--- src/design/codec_ctrl_pkg.sv ---
// shared constants for the codec control registers two to four
package codec_ctrl_pkg;
    // frame layout of a secondary serial frame, msb first
    localparam int unsigned FRAME_BITS   = 16;
    localparam int unsigned RW_BIT       = 13;
    localparam int unsigned ADDR_MSB     = 12;
    localparam int unsigned ADDR_LSB     = 8;
    localparam int unsigned HEADER_BITS  = 8;
    // register numbers
    localparam logic [4:0] ADDR_MODE     = 5'h02;
    localparam logic [4:0] ADDR_SYNC     = 5'h03;
    localparam logic [4:0] ADDR_GAIN     = 5'h04;
    // reset values
    localparam logic [7:0] MODE_RESET    = 8'h00;
    localparam logic [7:0] SYNC_RESET    = 8'h00;
    localparam logic [7:0] GAIN_RESET    = 8'h00;
    // mode_and_flag_control fields
    localparam int unsigned MODE_FLAG_BIT  = 7;
    localparam int unsigned MODE_PHONE_BIT = 6;
    localparam int unsigned MODE_OVF_BIT   = 5;
    localparam int unsigned MODE_C16_BIT   = 4;
    localparam int unsigned MODE_ALB_BIT   = 3;
    // sync_delay_control fields
    localparam int unsigned SYNC_DLY_MSB   = 5;
    localparam int unsigned SYNC_SLV_MSB   = 7;
    localparam int unsigned SYNC_SLV_LSB   = 6;
    localparam int unsigned DELAY_MIN      = 18;
    // gain_and_rate_control fields
    localparam int unsigned GAIN_BYP_BIT   = 7;
    localparam int unsigned GAIN_N_MSB     = 6;
    localparam int unsigned GAIN_N_LSB     = 4;
    localparam int unsigned GAIN_IN_MSB    = 3;
    localparam int unsigned GAIN_IN_LSB    = 2;
    localparam int unsigned GAIN_OUT_MSB   = 1;
    localparam int unsigned GAIN_OUT_LSB   = 0;
    // sample rate divider
    localparam int unsigned RATE_LOW_DIV   = 128;
    localparam int unsigned RATE_HIGH_DIV  = 512;
    localparam logic [3:0]  N_ZERO_CODE    = 4'h8;
endpackage

--- src/design/codec_control_regs_two_to_four.sv ---
// control registers two to four reached over secondary serial frames
// Operation
// - reg two bit 5 reads decimator overflow; writes to it ignored.
// - reg two bit 4 set selects 16-bit capture, clear 15+1.
// - reg three write loads all eight bits; low six set sync delay.
// - reg three bits 7:6 hold the slave count, three at most.
// - reg four bits 3:2 select input gain: mute, 12, 6, 0 dB.
// - reg four bits 1:0 select output gain: mute, -12, -6, 0 dB.
// - reg four bits 6:4 set N; rate is mclk/(128N) or /(512N).
// - divisor output gives N, with zero meaning eight; reads return the code.
// - registers two, three, four reset to all zeros.
// - after reg three is written the codec uses its own slot.
// - frame bit 13 low means write, high means read.
// - frame bits 12:8 hold register number, 7:0 the data.
`timescale 1ns/100ps
module codec_control_regs_two_to_four
(
    // clock and reset
    input  wire logic       clk_sys_in,
    input  wire logic       rst_in,
    // serial port pins
    input  wire logic       sclk_in,
    input  wire logic       frame_sync_n_in,
    input  wire logic       din_in,
    output logic            dout_out,
    output logic            dout_oe_n_out,
    output logic            delayed_frame_sync_n_out,
    // status from the decimator and rate selection
    input  wire logic       decim_overflow_in,
    input  wire logic       oversample_512_in,
    // mode_and_flag_control
    output logic            flag_out,
    output logic            phone_mode_out,
    output logic            capture_16bit_out,
    output logic            analog_loopback_out,
    // sync_delay_control
    output logic [5:0]      sync_delay_out,
    output logic [1:0]      slave_count_out,
    output logic            slot_enable_out,
    // gain_and_rate_control
    output logic [1:0]      input_gain_out,
    output logic [1:0]      output_gain_out,
    output logic            pll_bypass_out,
    output logic [3:0]      divisor_n_out,
    output logic            sample_strobe_out
);
    ////////////////////////////////////////////////////////////////////////
    // pin synchronisers: stage one feeds stage two only
    logic [2:0] sclk_q;
    logic [1:0] frm_sync_q;
    logic [1:0] din_q;

    always_ff @(posedge clk_sys_in or posedge rst_in)
    begin
        if (rst_in)
        begin
            sclk_q     <= 3'h0;
            frm_sync_q <= 2'h3;
            din_q      <= 2'h0;
        end
        else
        begin
            sclk_q     <= {sclk_q[1:0], sclk_in};
            frm_sync_q <= {frm_sync_q[0], frame_sync_n_in};
            din_q      <= {din_q[0], din_in};
        end
    end

    logic sclk_rise;
    logic sclk_fall;
    logic frm_n_sync;
    logic din_sync;

    assign sclk_rise  = sclk_q[1] & ~sclk_q[2];
    assign sclk_fall  = ~sclk_q[1] & sclk_q[2];
    assign frm_n_sync = frm_sync_q[1];
    assign din_sync   = din_q[1];

    ////////////////////////////////////////////////////////////////////////
    // frame receiver: bits taken on falling sclk, msb first
    logic        in_frame_q;
    logic [4:0]  bit_cnt_q;
    logic [15:0] shift_q;
    logic [15:0] shift_d;
    logic        frame_start;
    logic        bit_take;
    logic        frame_done;
    logic        header_done;

    assign frame_start = sclk_fall & ~in_frame_q & ~frm_n_sync;
    assign bit_take    = sclk_fall & (in_frame_q | ~frm_n_sync);
    assign shift_d     = {shift_q[14:0], din_sync};
    assign frame_done  = bit_take &
        (bit_cnt_q == 5'(codec_ctrl_pkg::FRAME_BITS - 1));
    assign header_done = bit_take &
        (bit_cnt_q == 5'(codec_ctrl_pkg::HEADER_BITS - 1));

    always_ff @(posedge clk_sys_in or posedge rst_in)
    begin
        if (rst_in)
        begin
            in_frame_q <= 1'b0;
            bit_cnt_q  <= 5'h00;
            shift_q    <= 16'h0000;
        end
        else if (bit_take)
        begin
            shift_q    <= shift_d;
            in_frame_q <= ~frame_done;
            bit_cnt_q  <= frame_done ? 5'h00 : bit_cnt_q + 5'h01;
        end
    end

    ////////////////////////////////////////////////////////////////////////
    // decode of the received header and full frame
    logic [4:0] hdr_addr;
    logic       hdr_read;
    logic [4:0] frm_addr;
    logic       frm_write;
    logic [7:0] frm_data;

    assign hdr_addr  = shift_d[codec_ctrl_pkg::ADDR_MSB -
                               codec_ctrl_pkg::HEADER_BITS:0];
    assign hdr_read  = shift_d[codec_ctrl_pkg::RW_BIT -
                               codec_ctrl_pkg::HEADER_BITS];
    assign frm_addr  = shift_d[codec_ctrl_pkg::ADDR_MSB:
                               codec_ctrl_pkg::ADDR_LSB];
    assign frm_data  = shift_d[7:0];
    assign frm_write = frame_done & ~shift_d[codec_ctrl_pkg::RW_BIT];

    logic wr_mode;
    logic wr_sync;
    logic wr_gain;

    assign wr_mode = frm_write & (frm_addr == codec_ctrl_pkg::ADDR_MODE);
    assign wr_sync = frm_write & (frm_addr == codec_ctrl_pkg::ADDR_SYNC);
    assign wr_gain = frm_write & (frm_addr == codec_ctrl_pkg::ADDR_GAIN);

    ////////////////////////////////////////////////////////////////////////
    // register storage
    logic [7:0] mode_q;
    logic [7:0] sync_q;
    logic [7:0] gain_q;
    logic       slot_q;

    always_ff @(posedge clk_sys_in or posedge rst_in)
    begin
        if (rst_in)
        begin
            mode_q <= codec_ctrl_pkg::MODE_RESET;
            sync_q <= codec_ctrl_pkg::SYNC_RESET;
            gain_q <= codec_ctrl_pkg::GAIN_RESET;
            slot_q <= 1'b0;
        end
        else
        begin
            if (wr_mode)
            begin
                mode_q <= frm_data &
                    ~(8'h01 << codec_ctrl_pkg::MODE_OVF_BIT);
            end
            if (wr_sync)
            begin
                sync_q <= frm_data;
            end
            if (wr_gain)
            begin
                gain_q <= frm_data;
            end
            if (wr_sync)
            begin
                slot_q <= 1'b1;
            end
        end
    end

    ////////////////////////////////////////////////////////////////////////
    // read path: data byte returned in the same frame after the header
    logic [7:0] read_value;
    logic [7:0] mode_view;
    logic [7:0] tx_q;
    logic       tx_on_q;

    assign mode_view = mode_q |
        ({7'h00, decim_overflow_in} << codec_ctrl_pkg::MODE_OVF_BIT);
    assign read_value =
        (hdr_addr == codec_ctrl_pkg::ADDR_MODE) ? mode_view :
        (hdr_addr == codec_ctrl_pkg::ADDR_SYNC) ? sync_q :
        (hdr_addr == codec_ctrl_pkg::ADDR_GAIN) ? gain_q : 8'h00;

    // shifted out on rising sclk so the controller samples on falling
    always_ff @(posedge clk_sys_in or posedge rst_in)
    begin
        if (rst_in)
        begin
            tx_q    <= 8'h00;
            tx_on_q <= 1'b0;
            dout_out <= 1'b0;
        end
        else if (header_done)
        begin
            tx_q    <= read_value;
            tx_on_q <= hdr_read;
        end
        else if (frame_done)
        begin
            tx_on_q <= 1'b0;
        end
        else if (sclk_rise & tx_on_q)
        begin
            dout_out <= tx_q[7];
            tx_q     <= {tx_q[6:0], 1'b0};
        end
    end

    assign dout_oe_n_out = ~tx_on_q;

    ////////////////////////////////////////////////////////////////////////
    // delayed frame sync, counted in sclks from frame start
    logic [5:0] dly_cnt_q;
    logic       dly_run_q;
    logic       dfs_n_q;
    logic [5:0] dly_field;

    assign dly_field = sync_q[codec_ctrl_pkg::SYNC_DLY_MSB:0];

    always_ff @(posedge clk_sys_in or posedge rst_in)
    begin
        if (rst_in)
        begin
            dly_cnt_q <= 6'h00;
            dly_run_q <= 1'b0;
            dfs_n_q   <= 1'b1;
        end
        else if (frame_start)
        begin
            dly_cnt_q <= 6'h00;
            dly_run_q <= slot_q;
            dfs_n_q   <= 1'b1;
        end
        else if (sclk_rise & dly_run_q)
        begin
            dly_cnt_q <= dly_cnt_q + 6'h01;
            if (dly_cnt_q == dly_field)
            begin
                dfs_n_q   <= 1'b0;
                dly_run_q <= 1'b0;
            end
        end
        else if (sclk_rise)
        begin
            dfs_n_q <= 1'b1;
        end
    end

    assign delayed_frame_sync_n_out = dfs_n_q;

    ////////////////////////////////////////////////////////////////////////
    // field outputs
    // flag, phone, loopback, capture, then the sync and gain fields
    assign flag_out            = mode_q[codec_ctrl_pkg::MODE_FLAG_BIT];
    assign phone_mode_out      = mode_q[codec_ctrl_pkg::MODE_PHONE_BIT];
    assign analog_loopback_out = mode_q[codec_ctrl_pkg::MODE_ALB_BIT];
    assign capture_16bit_out   = mode_q[codec_ctrl_pkg::MODE_C16_BIT];
    assign sync_delay_out      = dly_field;
    assign slave_count_out     = sync_q[codec_ctrl_pkg::SYNC_SLV_MSB:
                                        codec_ctrl_pkg::SYNC_SLV_LSB];
    assign slot_enable_out     = slot_q;
    assign input_gain_out      = gain_q[codec_ctrl_pkg::GAIN_IN_MSB:
                                        codec_ctrl_pkg::GAIN_IN_LSB];
    assign output_gain_out     = gain_q[codec_ctrl_pkg::GAIN_OUT_MSB:
                                        codec_ctrl_pkg::GAIN_OUT_LSB];
    assign pll_bypass_out      = gain_q[codec_ctrl_pkg::GAIN_BYP_BIT];

    sample_rate_divider u_rate
    (
        .clk_sys_in        (clk_sys_in),
        .rst_in            (rst_in),
        .divisor_code_in   (gain_q[codec_ctrl_pkg::GAIN_N_MSB:
                                   codec_ctrl_pkg::GAIN_N_LSB]),
        .oversample_512_in (oversample_512_in),
        .divisor_n_out     (divisor_n_out),
        .sample_strobe_out (sample_strobe_out)
    );
endmodule // codec_control_regs_two_to_four

--- src/design/sample_rate_divider.sv ---
// sample-rate strobe from the master clock, divided by 128*N or 512*N
`timescale 1ns/100ps
module sample_rate_divider
(
    // clock and reset
    input  wire logic       clk_sys_in,
    input  wire logic       rst_in,
    // control
    input  wire logic [2:0] divisor_code_in,
    input  wire logic       oversample_512_in,
    // result
    output logic [3:0]      divisor_n_out,
    output logic            sample_strobe_out
);
    logic [12:0] count_q;
    logic [12:0] count_d;
    logic [12:0] terminal;
    logic [3:0]  n_value;
    logic        strobe_d;

    assign n_value = (divisor_code_in == 3'h0) ? codec_ctrl_pkg::N_ZERO_CODE
                                               : {1'b0, divisor_code_in};
    assign terminal = oversample_512_in
        ? 13'(codec_ctrl_pkg::RATE_HIGH_DIV * n_value - 1)
        : 13'(codec_ctrl_pkg::RATE_LOW_DIV * n_value - 1);
    // a shrinking divisor must not strand the count above terminal
    assign strobe_d = (count_q >= terminal);
    assign count_d  = strobe_d ? 13'h0000 : count_q + 13'h0001;

    always_ff @(posedge clk_sys_in or posedge rst_in)
    begin
        if (rst_in)
        begin
            count_q           <= 13'h0000;
            sample_strobe_out <= 1'b0;
            divisor_n_out     <= codec_ctrl_pkg::N_ZERO_CODE;
        end
        else
        begin
            count_q           <= count_d;
            sample_strobe_out <= strobe_d;
            divisor_n_out     <= n_value;
        end
    end
endmodule // sample_rate_divider

--- config.mk ---
export PLATFORM = sky130hd
export DESIGN_NAME = codec_control_regs_two_to_four
export DESIGN_NICKNAME = d
export VERILOG_FILES = /design/src/design/codec_ctrl_pkg.sv /design/src/design/codec_control_regs_two_to_four.sv /design/src/design/sample_rate_divider.sv
export SDC_FILE = /design/constraint.sdc
export NUM_CORES = 1
export LEC_CHECK = 0
export BUFFER_PORTS_ARGS = -buffer_cell sky130_fd_sc_hd__buf_4
export CAP_MARGIN = 40
export CORE_MARGIN = 2
export CORE_UTILIZATION = 40
export CTS_CLUSTER_SIZE = 24
export DETAILED_ROUTE_END_ITERATION = 12
export REMOVE_ABC_BUFFERS = 1
export SETUP_SLACK_MARGIN = 0.2
export SYNTH_ARGS = -nofsm -noshare
export SYNTH_HDL_FRONTEND = slang
export SYNTH_SLANG_ARGS = --single-unit
--- constraint.sdc ---
create_clock -name clk_sys_in -period 3.1 [get_ports clk_sys_in]
set_clock_uncertainty 0.15 [all_clocks]
set_input_delay 0.31 -clock clk_sys_in [delete_from_list [all_inputs] [get_ports clk_sys_in]]
set_output_delay 0.31 -clock clk_sys_in [all_outputs]
set_load 0.005 [all_outputs]
# Yosys cells after proc, flatten, opt, wreduce, memory -nomap -nowiden
# Cells that the tools add are included.
[word_totals]
reg_bits = 86
in_bits = 7
output_inout_bits = 26
wordCells = 89
[classes]
addsub = 5
n_lt_le_gt_ge = 1
eq_ne = 11
n_mux = 20
bitwise_logic = 23
reduce_logical = 10
[op_table]
columns = ["cell", "count"]
rows = [
  ["$mux 8", 6],
  ["$mux 13", 2],
  ["$eq 5x2->1 const B", 4],
  ["$eq 5x3->1 const B", 3],
  ["$add 13x1->13 const B", 1],
  ["$and 1x1->1", 13],
  ["$ge 13x13->1", 1],
  ["$sub 13x1->13 const B", 1],
  ["$mux 6", 2],
  ["$sub 11x1->12 const B", 1],
  ["$mux 1", 8],
  ["$not 1->1", 8],
  ["$or 8x6->8", 1],
  ["$reduce_bool 2->1", 4],
  ["$add 6x1->6 const B", 1],
  ["$eq 6x6->1", 1],
  ["$reduce_and 2->1", 3],
  ["$add 5x1->5 const B", 1],
  ["$eq 5x4->1 const B", 1],
  ["$mux 5", 1],
  ["$mux 4", 1],
  ["$logic_not 3->1", 1],
  ["$ne 3x2->1 const B", 1],
  ["$reduce_and 3->1", 1],
  ["3 further kinds", 3],
]

# Depth between registers and ports, before layout
# Gate-level depths: netlist of the first run.
[logic_depth]
word_depth = 6
ltp_mapped = 10
ltp_nobuf = 9

# By module
# A second synthesis of the first run with hierarchy kept.
[unflattened]
cells_unflattened = 343
area_unflattened_um2 = 4070.2
[by_module_without_submodules]
columns = ["module", "n_inst", "cells_each", "area_each_um2"]
rows = [
  ["codec_control_regs_two_to_four", 1, 243, 3079.2],
  ["sample_rate_divider", 1, 100, 991.0],
]

# Worst setup path after synthesis of the first run
# OpenSTA, ideal clock, no wires.
[synth_timing]
kind = "register to register"
startpoint = "reg gain_q[4]"
endpoint = "reg u_rate.count_q[0]"
arrival_ns = 2.204
setup_slack_ns = 0.622
path_stages_with_launch = 11
cell_sequence = "dfrtp_1 -> inv_1 -> ha_1 -> xor2_1 -> o21ai_0 -> ha_1 -> nand3_1 -> or4_4 -> a31oi_4 -> buf_4 -> nor3b_1"
[synth_between]
elab_chain_cells = 6
elab_cells_between_ends = 7
[synth_rtl]
columns = ["element", "line_no", "text"]
rows = [
  ["start, declared", "codec_control_regs_two_to_four.sv:143", "logic [7:0] gain_q;"],
  ["start signal, assigned", "codec_control_regs_two_to_four.sv:152", "gain_q <= codec_ctrl_pkg::GAIN_RESET;"],
  ["start signal, assigned", "codec_control_regs_two_to_four.sv:168", "gain_q <= frm_data;"],
  ["$logic_not 3->1", "sample_rate_divider.sv:21", "assign n_value = (divisor_code_in == 3'h0) ? codec_ctrl_pkg::N_ZERO_CODE"],
  ["$mux 4 (*)", "sample_rate_divider.sv:21", ""],
  ["$sub 13x1->13 / $sub 11x1->12 (equally long branches)", "sample_rate_divider.sv:24, sample_rate_divider.sv:25", ""],
  ["$mux 13 (*)", "sample_rate_divider.sv:24", "? 13'(codec_ctrl_pkg::RATE_HIGH_DIV * n_value - 1)"],
  ["$ge 13x13->1 (*)", "sample_rate_divider.sv:27", "assign strobe_d = (count_q >= terminal);"],
  ["$mux 13 (*)", "sample_rate_divider.sv:28", "assign count_d = strobe_d ? 13'h0000 : count_q + 13'h0001;"],
  ["named net u_rate.count_d[0]", "sample_rate_divider.sv:16", "logic [12:0] count_d;"],
  ["end signal, assigned", "sample_rate_divider.sv:40", "count_q <= count_d;"],
  ["end, declared", "sample_rate_divider.sv:15", "logic [12:0] count_q;"],
]
# Mark *: on every way through the listed nets, which the timed path passes. The rest lies on a longest branch.
# A chain may end at the register's enable or synchronous reset.

# Worst setup path in the final report of the first run
[layout_timing]
startpoint = "reg gain_q[4]"
endpoint = "reg u_rate.count_q[12]"
# The elaborated chain is that of the path after synthesis.

==> metrics.md, run 1 <==
| Metric | Value |
|---|---|
| Core Rows | `36` |
| CTS tree | `yes` |
| Fillcell total | `937` |
| Antenna cells | `0` |
| Die height | `104 µm` |
| Initial core utilization | `41.2%` |
| Final WL | `7440 µm` |
| Initial DRC Count | `93` |
| CP Class | `reg -> reg` |
| PwrDens | `571 nW/µm²` |
| Peak supply drop | `219 µV` |
| Clock sinks | `86` |
| Post-route minimum period | `2.65 ns` |
| Top-count cell post-synth | `dfrtp_1` |
| Register-to-Register Path Depth | `10` |
| Synth Warn # | `0` |
| Count of different cell masters after synthesis | `47` |
| PortBufs | `32` |
| Internal power | `0.00192 W` |
| Worst-path fanout max | `14` |
| Worst-case hold path end point | `din_q[1]$_DFF_PP0_` |
| TNS Setup | `0 ns` |
| Largest net degree at the start of global routing | `60` |
| Worst Max-Slew Pin Slew | `0.735 ns` |
| GRT Total Usage | `15.0%` |
| Avg WL per Cell | `14.3 µm` |
| First-pass DRT Iterations | `4` |
| Die ar. | `10800 µm²` |
| Max Cap Viol | `0` |
| Switch Pwr | `0.000724 W` |
| Clock slew at reported path FFs | `0.09 ns` |
| Post-route ant nets | `0` |
| Final instance area | `4630 µm²` |
| Reg2reg end | `u_rate.count_q[12]$_DFF_PP0_` |
| Die width | `104 µm` |
| Max Clk Rate | `378 MHz` |
| # resized after CTS | `0` |
| Net Sw Frac | `27.4%` |
| Crit share post-route | `85.3%` |
| Arrival time at the worst endpoint | `2.73 ns` |
| Sequential element share of the synthesized area | `53.9%` |
| Global route overflow | `0` |
| Post-synthesis cell count | `349` |
| Ranking of synthesized cells by area | `dfrtp_1, mux2_2, ha_1` |
| Clock Power Share | `32.9%` |
| Normalized max-slew margin | `50.9%` |
| Ys async rst share | `100%` |
| Logic gate share of total power | `13.4%` |
| Setup-failing EPs final | `0` |
| Outcome | `completed` |
| Vias post-DR | `2598` |
| Ys flop type | `dfrtp_1` |
| Clk Latency, worst-skew pair | `0.36 ns` |
| Crit. End Element | `register` |
| Avg Vias per Cell | `5.01` |
| # IOs | `33` |
| Routability cong. | `0.784` |
| Cell Count, Final, Fillers Out | `519` |
| Crit start category | `register` |
| First-pass GRT wire length | `13200 µm` |
| Place WS | `0.334 ns` |
| Post-synth EDFFs | `0` |
| Reg-to-reg slack, setup | `0.45 ns` |
| Root buf cell | `clkbuf_8` |
| Final Core Density | `47.5%` |
| Number of global-route vias before repair | `2650` |
| TritonCTS Buffers | `9` |
| Initial antenna violation count | `0` |
| FF+latch count, synth | `86` |
| Clock Path Buffers | `2` |
| Slew Limit Fails | `0` |
| Seq pwr share | `53.7%` |
| Core footprint | `9730 µm²` |
| Htree depth | `3` |
| P&R area growth vs syn | `15.5%` |
| Static leakage | `2.20 nW` |
| Hpwl dp | `5300 µm` |
| Final #Nets | `399` |
| Synth cell count leaders | `dfrtp_1, mux2_2, nor2_1` |
| Residual DRC | `0` |
| Worst Hold Depth | `0` |
| Unrepaired setup endpoints after global routing | `false` |
| Share of layout cells above drive strength 1 | `23.8%` |
| HP Class | `reg -> reg` |
| Syn_area_per_cell | `11.5 µm²` |
| Placed Cells | `498` |
| Hold Path Origin | `din_q[0]$_DFF_PP0_` |
| Leading area contributor after synthesis | `dfrtp_1` |
| Req. time, crit path | `3.19 ns` |
| Endpoints failing hold | `0` |
| R2R Path Start | `gain_q[4]$_DFFE_PP0P_` |
| Final WS setup | `0.455 ns` |
| Post-synthesis cell area | `4000 µm²` |
| Area post-placement | `4340 µm²` |
| Synth top area share | `51.2%` |
==> power groups by stage <==
stage / registers [W] / clock network, W / logic [W]
CTS: 0.00142 / 0.000899 / 0.000361
finish: 0.00142 / 0.000869 / 0.000354
detailed placement: 0.00144 / 0 / 0.000356
global placement: 0.00144 / 0 / 0.000345
floorplan: 0.00139 / 0 / 0.000269
global route: 0.00145 / 0.000948 / 0.000403
==> critical path, stage by stage, from the launching register on <==
cell and delay, ns:
dfrtp_1 0.45, inv_1 0.09, ha_1 0.23, xor2_1 0.17
o21ai_0 0.11, ha_1 0.32, nand3_1 0.08, or4_4 0.52
a31oi_4 0.20, buf_12 0.16, nor3b_1 0.05
==> how the worst max path moves through the flow <==
stage                                   end  depth (start not counted)                   from
2_1_floorplan      bit_cnt_q[0]$_DFFE_PP0P_                          1                 rst_in
6_report       u_rate.count_q[12]$_DFF_PP0_                         10  gain_q[4]$_DFFE_PP0P_
3_5_place_dp   u_rate.count_q[12]$_DFF_PP0_                          9  gain_q[4]$_DFFE_PP0P_
5_1_grt        u_rate.count_q[10]$_DFF_PP0_                         10  gain_q[4]$_DFFE_PP0P_
4_1_cts        u_rate.count_q[12]$_DFF_PP0_                          9  gain_q[4]$_DFFE_PP0P_
3_3_place_gp   u_rate.count_q[11]$_DFF_PP0_                          9  gain_q[4]$_DFFE_PP0P_
==> flip-flops by register name (all words and copies together) (netlist names) <==
name and cells:
u_rate.sample_strobe_out 1, delayed_frame_sync_n_out 1, shift_q 13, tx_q 8
mode_q 7, dly_cnt_q 6, u_rate.divisor_n_out 4, in_frame_q 1
bit_cnt_q 5, sclk_q 3, gain_q 8, tx_on_q 1
din_q 2, frm_sync_q 2, sync_q 8, dly_run_q 1
dout_out 1, slot_enable_out 1, u_rate.count_q 13
==> metrics by stage <==
step | hold slack (ns) | power (W)
floorplan | 0.164 | 0.00166
global placement | 0.185 | 0.00178
detailed placement | 0.190 | 0.00180
CTS | 0.212 | 0.00268
global route | 0.218 | 0.00280
finish | 0.209 | 0.00264
==> cell usage in the layout, fill, tap and decap left out, drive strengths merged, types with 4 or more instances in the layout <==
| cell | synthesis | final |
|---|---|---|
| dfstp | 4 | 4 |
| nor3 | 5 | 5 |
| nor4 | 4 | 4 |
| nor4b | 4 | 4 |
| ha | 11 | 11 |
| dlygate4sd3 | 0 | 4 |
| clkbuf | 9 | 10 |
| nor3b | 12 | 12 |
| dfrtp | 82 | 82 |
| nand3 | 10 | 10 |
| nor2 | 27 | 27 |
| nand4 | 5 | 5 |
| mux2 | 35 | 35 |
| xnor2 | 12 | 12 |
| nand2b | 7 | 7 |
| buf | 10 | 36 |
| nor2b | 5 | 5 |
| nand2 | 21 | 21 |
| inv | 18 | 18 |
| o21ai | 10 | 10 |
| a22oi | 7 | 7 |
| a221oi | 7 | 7 |
| xor2 | 10 | 10 |
| a21oi | 14 | 14 |
==> cell families after synthesis <==
logic type	Yosys count	share of synthesized area, %
buffers and inverters	37	4.25
muxes	36	10.1
AOI/OAI and AO/OA	47	8.03
DFF	86	53.9
adders and majority gates	11	3.44
and+or+nand+nor	110	15.5
xor gates and xnor gates	22	4.81
==> routing by layer <==
metal / GRT usage (%) / up-vias / wire length (µm)
met2: 23.3 / 29 / 3390
met5: 0 / - / 0
met3: 2.76 / 9 / 196
met1: 20.9 / 1276 / 3730
li1: - / 1284 / -
met4: 6.08 / 0 / 133
==> timing repair <==
item                                    in CTS  in global routing
hold buffers                                 4                  0
setup buffers                                0                  1
endpoints found under the setup margin       0                 14
hold endpoints to repair                    29                  0
==> cell type report <==
cell class	instances	area, µm²	area share (%)
Inverter	18	68.8	1.49
Tap cell	133	166	3.60
Timing Repair Buffer	40	335	7.25
Multi-Input combinational cell	226	1680	36.2
Sequential cell	86	2160	46.6
Clock inverter	6	93.8	2.03
Clock buffer	10	128	2.76
Note: power is estimated with default switching activity, not from simulation.
==> run 2, diff against run 1 <==
CELL_PAD_IN_SITES_DETAIL_PLACEMENT = 0   (was unset)
CELL_PAD_IN_SITES_GLOBAL_PLACEMENT = 1   (was unset)
PLACE_DENSITY_LB_ADDON = 0.1   (was unset)
==> run 2 against run 1 <==
Flip-flop and latch count is the same. Highest routed layer unchanged. Via count increased by 1.8%. Largest cell class unchanged. Count of clock-buffer cells in the layout is 1 lower. Sequential share of layout area grew 0.20 points. Die area is the same. Sequential power about the same. Setup slack improved by 0.0089 ns. Utilization shrank 0.21 points. Worst hold slack improved by 0.00082 ns.
==> metrics.md, run 2 (synthesized netlist as in run 1, its figures left out) <==
| Metric | Value |
|---|---|
| Outcome | `completed (unchanged)` |
| Htree depth | `3 (unchanged)` |
| Clock slew at reported path FFs | `0.10 ns (was 0.09 ns)` |
| Arrival time at the worst endpoint | `2.78 ns (was 2.73 ns)` |
| Share of layout cells above drive strength 1 | `24.5% (was 23.8%)` |
| Endpoints failing hold | `0 (unchanged)` |
| Commonest non-fill, non-tap cell in the layout | `dfrtp_1 (unchanged)` |
| Clock sinks | `86 (unchanged)` |
| Final WL | `8120 µm (was 7440 µm)` |
| PortBufs | `32 (unchanged)` |
| Req. time, crit path | `3.24 ns (was 3.19 ns)` |
| Max Clk Rate | `379 MHz (was 378 MHz)` |
| Worst-path fanout max | `14 (unchanged)` |
| Largest net degree at the start of global routing | `53 (was 60)` |
| Max Cap Viol | `0 (unchanged)` |
| First-pass DRT Iterations | `4 (unchanged)` |
| Routability cong. | `0.761 (was 0.784)` |
| Clock Path Buffers | `2 (unchanged)` |
| # IOs | `33 (unchanged)` |
| Initial core utilization | `41.2% (unchanged)` |
| Crit share post-route | `85.0% (was 85.3%)` |
| Setup-failing EPs final | `0 (unchanged)` |
| HP Class | `reg -> reg (unchanged)` |
| TNS Setup | `0 ns (unchanged)` |
| Peak supply drop | `304 µV (was 219 µV)` |
| Hpwl dp | `5570 µm (was 5300 µm)` |
| Largest regs | `shift_q x13, u_rate.count_q x13 (unchanged)` |
| Avg Vias per Cell | `5.08 (was 5.01)` |
| Antenna cells | `0 (unchanged)` |
| Die ar. | `10800 µm² (unchanged)` |
| Crit start category | `register (unchanged)` |
| Root buf cell | `clkbuf_8 (unchanged)` |
| # resized after CTS | `0 (unchanged)` |
| Most frequent cells in the layout | `dfrtp_1, buf_4, nor2_1, mux2_2, nand2_1 (unchanged)` |
| Post-route minimum period | `2.64 ns (was 2.65 ns)` |
| Slowest stage delay, CP | `0.52 ns (about the same)` |
| Global route overflow | `0 (unchanged)` |
| P&R area growth vs syn | `15.0% (was 15.5%)` |
| Hold WS | `0.210 ns (was 0.209 ns)` |
| Clk Latency, worst-skew pair | `0.36 ns (about the same)` |
| PwrDens | `553 nW/µm² (was 571 nW/µm²)` |
| First-pass GRT wire length | `13900 µm (was 13200 µm)` |
| Unrepaired setup endpoints after global routing | `false (unchanged)` |
| Final #Nets | `401 (was 399)` |
| CP Cell Sequence | `inv_1 -> ha_1 -> xor2_1 -> o21ai_0 -> ha_1 -> nand3_1 -> or4_4 -> a31oi_4 -> buf_12 -> nand2b_1 (was inv_1 -> ha_1 -> xor2_1 -> o21ai_0 -> ha_1 -> nand3_1 -> or4_4 -> a31oi_4 -> buf_12 -> nor3b_1)` |
| Slowest-stage cell, CP | `or4_4 (unchanged)` |
| Core footprint | `9730 µm² (unchanged)` |
| Static leakage | `2.20 nW (about the same)` |
| TritonCTS Buffers | `9 (unchanged)` |
| Die height | `104 µm (unchanged)` |
| CTS tree | `yes (unchanged)` |
| CP Class | `reg -> reg (unchanged)` |
| Crit. End Element | `register (unchanged)` |
| Number of global-route vias before repair | `2662 (was 2650)` |
| Worst Max-Slew Pin Slew | `0.637 ns (was 0.735 ns)` |
| Critical path's most frequent cell | `ha_1 (unchanged)` |
| Die width | `104 µm (unchanged)` |
| Vias post-DR | `2645 (was 2598)` |
| Initial DRC Count | `69 (was 93)` |
| Residual DRC | `0 (unchanged)` |
| Post-route ant nets | `0 (unchanged)` |
| Initial antenna violation count | `0 (unchanged)` |
| Slew Limit Fails | `0 (unchanged)` |
| Avg WL per Cell | `15.6 µm (was 14.3 µm)` |
| Normalized max-slew margin | `57.4% (was 50.9%)` |
| GRT Total Usage | `15.9% (was 15.0%)` |
| Core Rows | `36 (unchanged)` |
[run 2: stage by stage]
| step | util [%] | setup slack (ns) | area, µm² | power [W] | cells |
|---|---|---|---|---|---|
| global route | 47.3 | 0.260 | 4610 | 0.00271 | 521 |
| finish | 47.3 | 0.464 | 4610 | 0.00255 | 521 |
| global placement | 44.8 | 0.443 | 4360 | 0.00180 | 500 |
| CTS | 47.1 | 0.334 | 4590 | 0.00258 | 520 |
| detailed placement | 44.8 | 0.377 | 4360 | 0.00181 | 500 |
| floorplan | - | 0.425 | 3900 | 0.00166 | 330 |
[run 2: report_power, final]
group | internal, W | total [W] | switching, W
registers | 0.00127 | 0.00142 | 0.000154
logic | 0.000190 | 0.000366 | 0.000175
clock network | 0.000310 | 0.000759 | 0.000449
total | 0.00177 | 0.00255 | 0.000779
[run 2: worst max-delay path, delay by kind of cell, from the launching register on]
family / cells / cell delay (ns)
buffers and inverters: 2 / 0.25
and+or+nand+nor: 3 / 0.72
adders and majority gates: 2 / 0.54
xor gates and xnor gates: 1 / 0.16
AOI/OAI and AO/OA: 2 / 0.30
DFF: 1 / 0.45
[run 2: final cells by class]
type	instances	area, µm²
clock inverter	7	62.6
fill	958	5120
timing repair buffer	42	350
inverter	18	68.8
multi-input combinational	226	1680
tap	133	166
sequential	86	2160
clock buffer	9	124
[run 2: layer usage]
metal	share of wire (%)	track usage (%)	vias to the layer above
met1	52	23.3	1321
li1	-	-	1283
met3	3.0	3.76	7
met5	0	0	-
met2	44	23.4	34
met4	0.94	4.92	0
[run 2: timing repair]
item                                   4_1_cts  5_1_grt
endpoints found under the hold margin       34        0
hold buffers                                 4        0
setup buffers                                0        1
setup endpoints to repair                    0       14
[run 2: worst paths after layout]
| kind | to | slack (ns) | from | depth (start not counted) |
|---|---|---|---|---|
| min | frm_sync_q[1]$_DFF_PP1_ | 0.21 | frm_sync_q[0]$_DFF_PP1_ | 0 |
| max | u_rate.sample_strobe_out$_DFF_PP0_ | 0.46 | gain_q[4]$_DFFE_PP0P_ | 10 |
| max reg2reg | u_rate.sample_strobe_out$_DFF_PP0_ | 0.46 | gain_q[4]$_DFFE_PP0P_ | 10 |
| max in group asynchronous | u_rate.divisor_n_out[3]$_DFF_PP1_ | 1.65 | rst_in | 4 |
| min in group asynchronous | bit_cnt_q[1]$_DFFE_PP0P_ | 0.42 | rst_in | 3 |
| min reg2reg | frm_sync_q[1]$_DFF_PP1_ | 0.21 | frm_sync_q[0]$_DFF_PP1_ | 0 |
==> run 3, diff against run 2 <==
ABC_AREA = 1   (was unset)
==> run 3 against run 2 <==
Combinational power rose by 21%. Register-to-register slack better by 0.13 ns. Worst hold slack worse by 0.0034 ns. Critical path depth increased by 3. Setup slack gained 0.13 ns. Total power down 1.4%. Die area up 6.2%. Wire length increased by 15%. Critical path type unchanged. Critical endpoint is now u_rate.count_q[12]$_DFF_PP0_. Highest routed layer unchanged.
==> metrics.md, run 3 <==
| Metric | Value |
|---|---|
| Outcome | `completed (unchanged)` |
| Initial core utilization | `41.3% (was 41.2%)` |
| CP Class | `reg -> reg (unchanged)` |
| Max Cap Viol | `0 (unchanged)` |
| Syn_area_per_cell | `8.50 µm² (was 11.5 µm²)` |
| First-pass GRT wire length | `15800 µm (was 13900 µm)` |
| Register area | `2160 µm² (unchanged)` |
| Root buf cell | `clkbuf_8 (unchanged)` |
| Multi-input gate area | `1780 µm² (was 1680 µm²)` |
| Die ar. | `11500 µm² (was 10800 µm²)` |
| Compound-Gate Fraction of Synth Area | `7.46% (was 8.03%)` |
| Synth top area share | `48.2% (was 51.2%)` |
| Initial DRC Count | `192 (was 69)` |
| Normalized max-slew margin | `53.3% (was 57.4%)` |
| Unrepaired setup endpoints after global routing | `false (unchanged)` |
| Largest net degree at the start of global routing | `52 (was 53)` |
| Sequential element share of the synthesized area | `50.6% (was 53.9%)` |
| Ys flop type | `dfrtp_1 (unchanged)` |
| Post-Synth Adder-Cell Area | `3.23% (was 3.44%)` |
| Worst Max-Slew Pin Slew | `0.698 ns (was 0.637 ns)` |
| Endpoints failing hold | `0 (unchanged)` |
| Clock sinks | `86 (unchanged)` |
| Max Clk Rate | `399 MHz (was 379 MHz)` |
| Die width | `107 µm (was 104 µm)` |
| PortBufs | `32 (unchanged)` |
| Worst-path fanout max | `14 (unchanged)` |
| Clk Latency, worst-skew pair | `0.36 ns (about the same)` |
| Place WS | `0.473 ns (was 0.377 ns)` |
| Xor/xnor cell area share of the yosys netlist | `3.29% (was 4.81%)` |
| Peak supply drop | `191 µV (was 304 µV)` |
| Clock Path Buffers | `2 (unchanged)` |
| Commonest non-fill, non-tap cell in the layout | `nand2_1 (was dfrtp_1)` |
| Post-synthesis cell count | `501 (was 349)` |
| Htree depth | `3 (unchanged)` |
| Post-synth EDFFs | `0 (unchanged)` |
| Antenna cells | `0 (unchanged)` |
| Share of layout cells above drive strength 1 | `17.3% (was 24.5%)` |
| Crit share post-route | `80.9% (was 85.0%)` |
| Largest family of logic cells by synthesized area | `simple AND/OR/NAND/NOR gates (unchanged)` |
| Crit. End Element | `register (unchanged)` |
| Count of different cell masters after synthesis | `30 (was 47)` |
| Top-count cell post-synth | `nand2_1 (was dfrtp_1)` |
| GRT Total Usage | `17.6% (was 15.9%)` |
| Req. time, crit path | `3.23 ns (was 3.24 ns)` |
| Vias post-DR | `3234 (was 2645)` |
| Ys async rst share | `100% (unchanged)` |
| Worst-case hold path end point | `din_q[1]$_DFF_PP0_ (was frm_sync_q[1]$_DFF_PP1_)` |
| CTS tree | `yes (unchanged)` |
| Crit start category | `register (unchanged)` |
| Reg-to-reg slack, setup | `0.59 ns (was 0.46 ns)` |
| Largest regs | `shift_q x13, u_rate.count_q x13 (unchanged)` |
| Final WS setup | `0.592 ns (was 0.464 ns)` |
| Overall power of the completed layout | `0.00251 W (was 0.00255 W)` |
| Initial antenna violation count | `0 (unchanged)` |
| Number of global-route vias before repair | `3072 (was 2662)` |
| Final #Nets | `552 (was 401)` |
| Avg Vias per Cell | `4.79 (was 5.08)` |
| Core Rows | `37 (was 36)` |
| FF+latch count, synth | `86 (unchanged)` |
| Hold Path Origin | `din_q[0]$_DFF_PP0_ (was frm_sync_q[0]$_DFF_PP1_)` |
| Setup-failing EPs final | `0 (unchanged)` |
| Setup bufs post-CTS | `0 (unchanged)` |
| R2R Path Start | `gain_q[4]$_DFFE_PP0P_ (unchanged)` |
| Core footprint | `10300 µm² (was 9730 µm²)` |
| Leading area contributor after synthesis | `dfrtp_1 (unchanged)` |
| Synth cell count leaders | `nand2_1, dfrtp_1, nor2_1 (was dfrtp_1, mux2_2, nor2_1)` |
| Post-synthesis cell area | `4260 µm² (was 4000 µm²)` |
| P&R area growth vs syn | `13.2% (was 15.0%)` |
| Reg2reg end | `u_rate.count_q[12]$_DFF_PP0_ (was u_rate.sample_strobe_out$_DFF_PP0_)` |
| Hpwl dp | `6750 µm (was 5570 µm)` |
| Register-to-Register Path Depth | `13 (was 10)` |
| Final Core Density | `46.7% (was 47.3%)` |
| HP Class | `reg -> reg (unchanged)` |
| Ranking of synthesized cells by area | `dfrtp_1, nand2_1, nor2_1 (was dfrtp_1, mux2_2, ha_1)` |
| TritonCTS Buffers | `9 (unchanged)` |
| Post-route minimum period | `2.51 ns (was 2.64 ns)` |
| Post-route ant nets | `0 (unchanged)` |
| Synth Warn # | `0 (unchanged)` |
| Worst Hold Depth | `0 (unchanged)` |
| TNS Setup | `0 ns (unchanged)` |
| Most frequent cells in the layout | `nand2_1, dfrtp_1, nor2_1 (was dfrtp_1, buf_4, nor2_1, mux2_2, nand2_1)` |
| Routability cong. | `0.825 (was 0.761)` |
| Static leakage | `2.34 nW (was 2.20 nW)` |
| Clock slew at reported path FFs | `0.09 ns (was 0.10 ns)` |
| Fillcell total | `1038 (was 958)` |
| Avg WL per Cell | `13.8 µm (was 15.6 µm)` |
| Arrival time at the worst endpoint | `2.63 ns (was 2.78 ns)` |
| Simple logic cell fraction of the synthesized area | `27.5% (was 15.5%)` |
| Slew Limit Fails | `0 (unchanged)` |
| Residual DRC | `0 (unchanged)` |
| Post-synthesis mux area share | `0.235% (was 10.1%)` |
| # IOs | `33 (unchanged)` |
| Die height | `107 µm (was 104 µm)` |
| Final WL | `9300 µm (was 8120 µm)` |
| PwrDens | `521 nW/µm² (was 553 nW/µm²)` |
| First-pass DRT Iterations | `5 (was 4)` |
| Global route overflow | `0 (unchanged)` |
[run 3: cell types whose count changed after synthesis, sizes merged, moves of 12 or more]
cell / delta
mux2: -35
nor3b: -12
inv: +38
nor2: +35
nand4: +23
nand2: +107
nand3: +19
o21ai: +33
[run 3: cell families (layout without fill, tap and decap cells)]
logic type | Yosys count | in the layout
DFF | 86 | 86
AOI/OAI and AO/OA | 51 | 51
xor gates and xnor gates | 16 | 16
and+or+nand+nor | 261 | 261
adders and majority gates | 11 | 11
buffers and inverters | 75 | 113
muxes | 1 | 1
[run 3: stage by stage]
stage,hold slack (ns),area (µm²),instances
3_5_place_dp,0.147,4600,655
6_report,0.207,4820,675
3_3_place_gp,0.143,4600,655
5_1_grt,0.220,4820,675
4_1_cts,0.211,4820,675
2_1_floorplan,0.164,4150,483
[run 3: per-layer routing]
metal | up-vias | track usage [%] | routed length, µm
li1 | 1679 | - | -
met1 | 1496 | 25.6 | 4570
met2 | 48 | 26.8 | 4350
met3 | 11 | 2.86 | 245
met4 | 0 | 5.84 | 136
met5 | - | 0 | 0
[run 3: where the power goes]
group | internal [W] | leakage, nW | switching (W) | total (W)
clock network | 0.000312 | 0.0776 | 0.000404 | 0.000715
registers | 0.00125 | 1.14 | 0.000100 | 0.00135
logic | 0.000146 | 1.13 | 0.000297 | 0.000443
[run 3: repair_timing]
item | 4_1_cts | 5_1_grt
hold buffers | 4 | 0
endpoints found under the hold margin | 17 | 0
endpoints found under the setup margin | 0 | 14
resized for setup | 0 | 1
[run 3: how the worst max path moves through the flow]
stage                          start                                 end  slack, ns  cells after the start
2_1_floorplan                 rst_in            bit_cnt_q[0]$_DFFE_PP0P_       0.42                      1
3_3_place_gp   gain_q[4]$_DFFE_PP0P_  u_rate.sample_strobe_out$_DFF_PP0_       0.59                     12
3_5_place_dp   gain_q[4]$_DFFE_PP0P_  u_rate.sample_strobe_out$_DFF_PP0_       0.47                     12
4_1_cts        gain_q[4]$_DFFE_PP0P_        u_rate.count_q[12]$_DFF_PP0_       0.44                     13
5_1_grt        gain_q[4]$_DFFE_PP0P_        u_rate.count_q[12]$_DFF_PP0_       0.28                     13
6_report       gain_q[4]$_DFFE_PP0P_        u_rate.count_q[12]$_DFF_PP0_       0.59                     13
[run 3: area by class of cell]
type                    count  share of cell area (%)
well taps                 136                    3.53
repair buffers             40                    6.69
clock buffers              11                    2.93
clock inverters             5                   0.726
multi-input cells         340                    37.0
flip-flops and latches     86                    44.7
inverters                  57                    4.46
[run 3: critical path, cell delays in order (launching register included)]
cell and delay, ns:
dfrtp_1 0.46, inv_1 0.12, ha_1 0.19, nand2_1 0.06, o21ai_0 0.21, nand2_1 0.11
ha_1 0.32, nand2_1 0.09, inv_1 0.04, nand2_1 0.05, nand2_1 0.04, a21oi_1 0.14
nand3_2 0.27, nor2_1 0.17
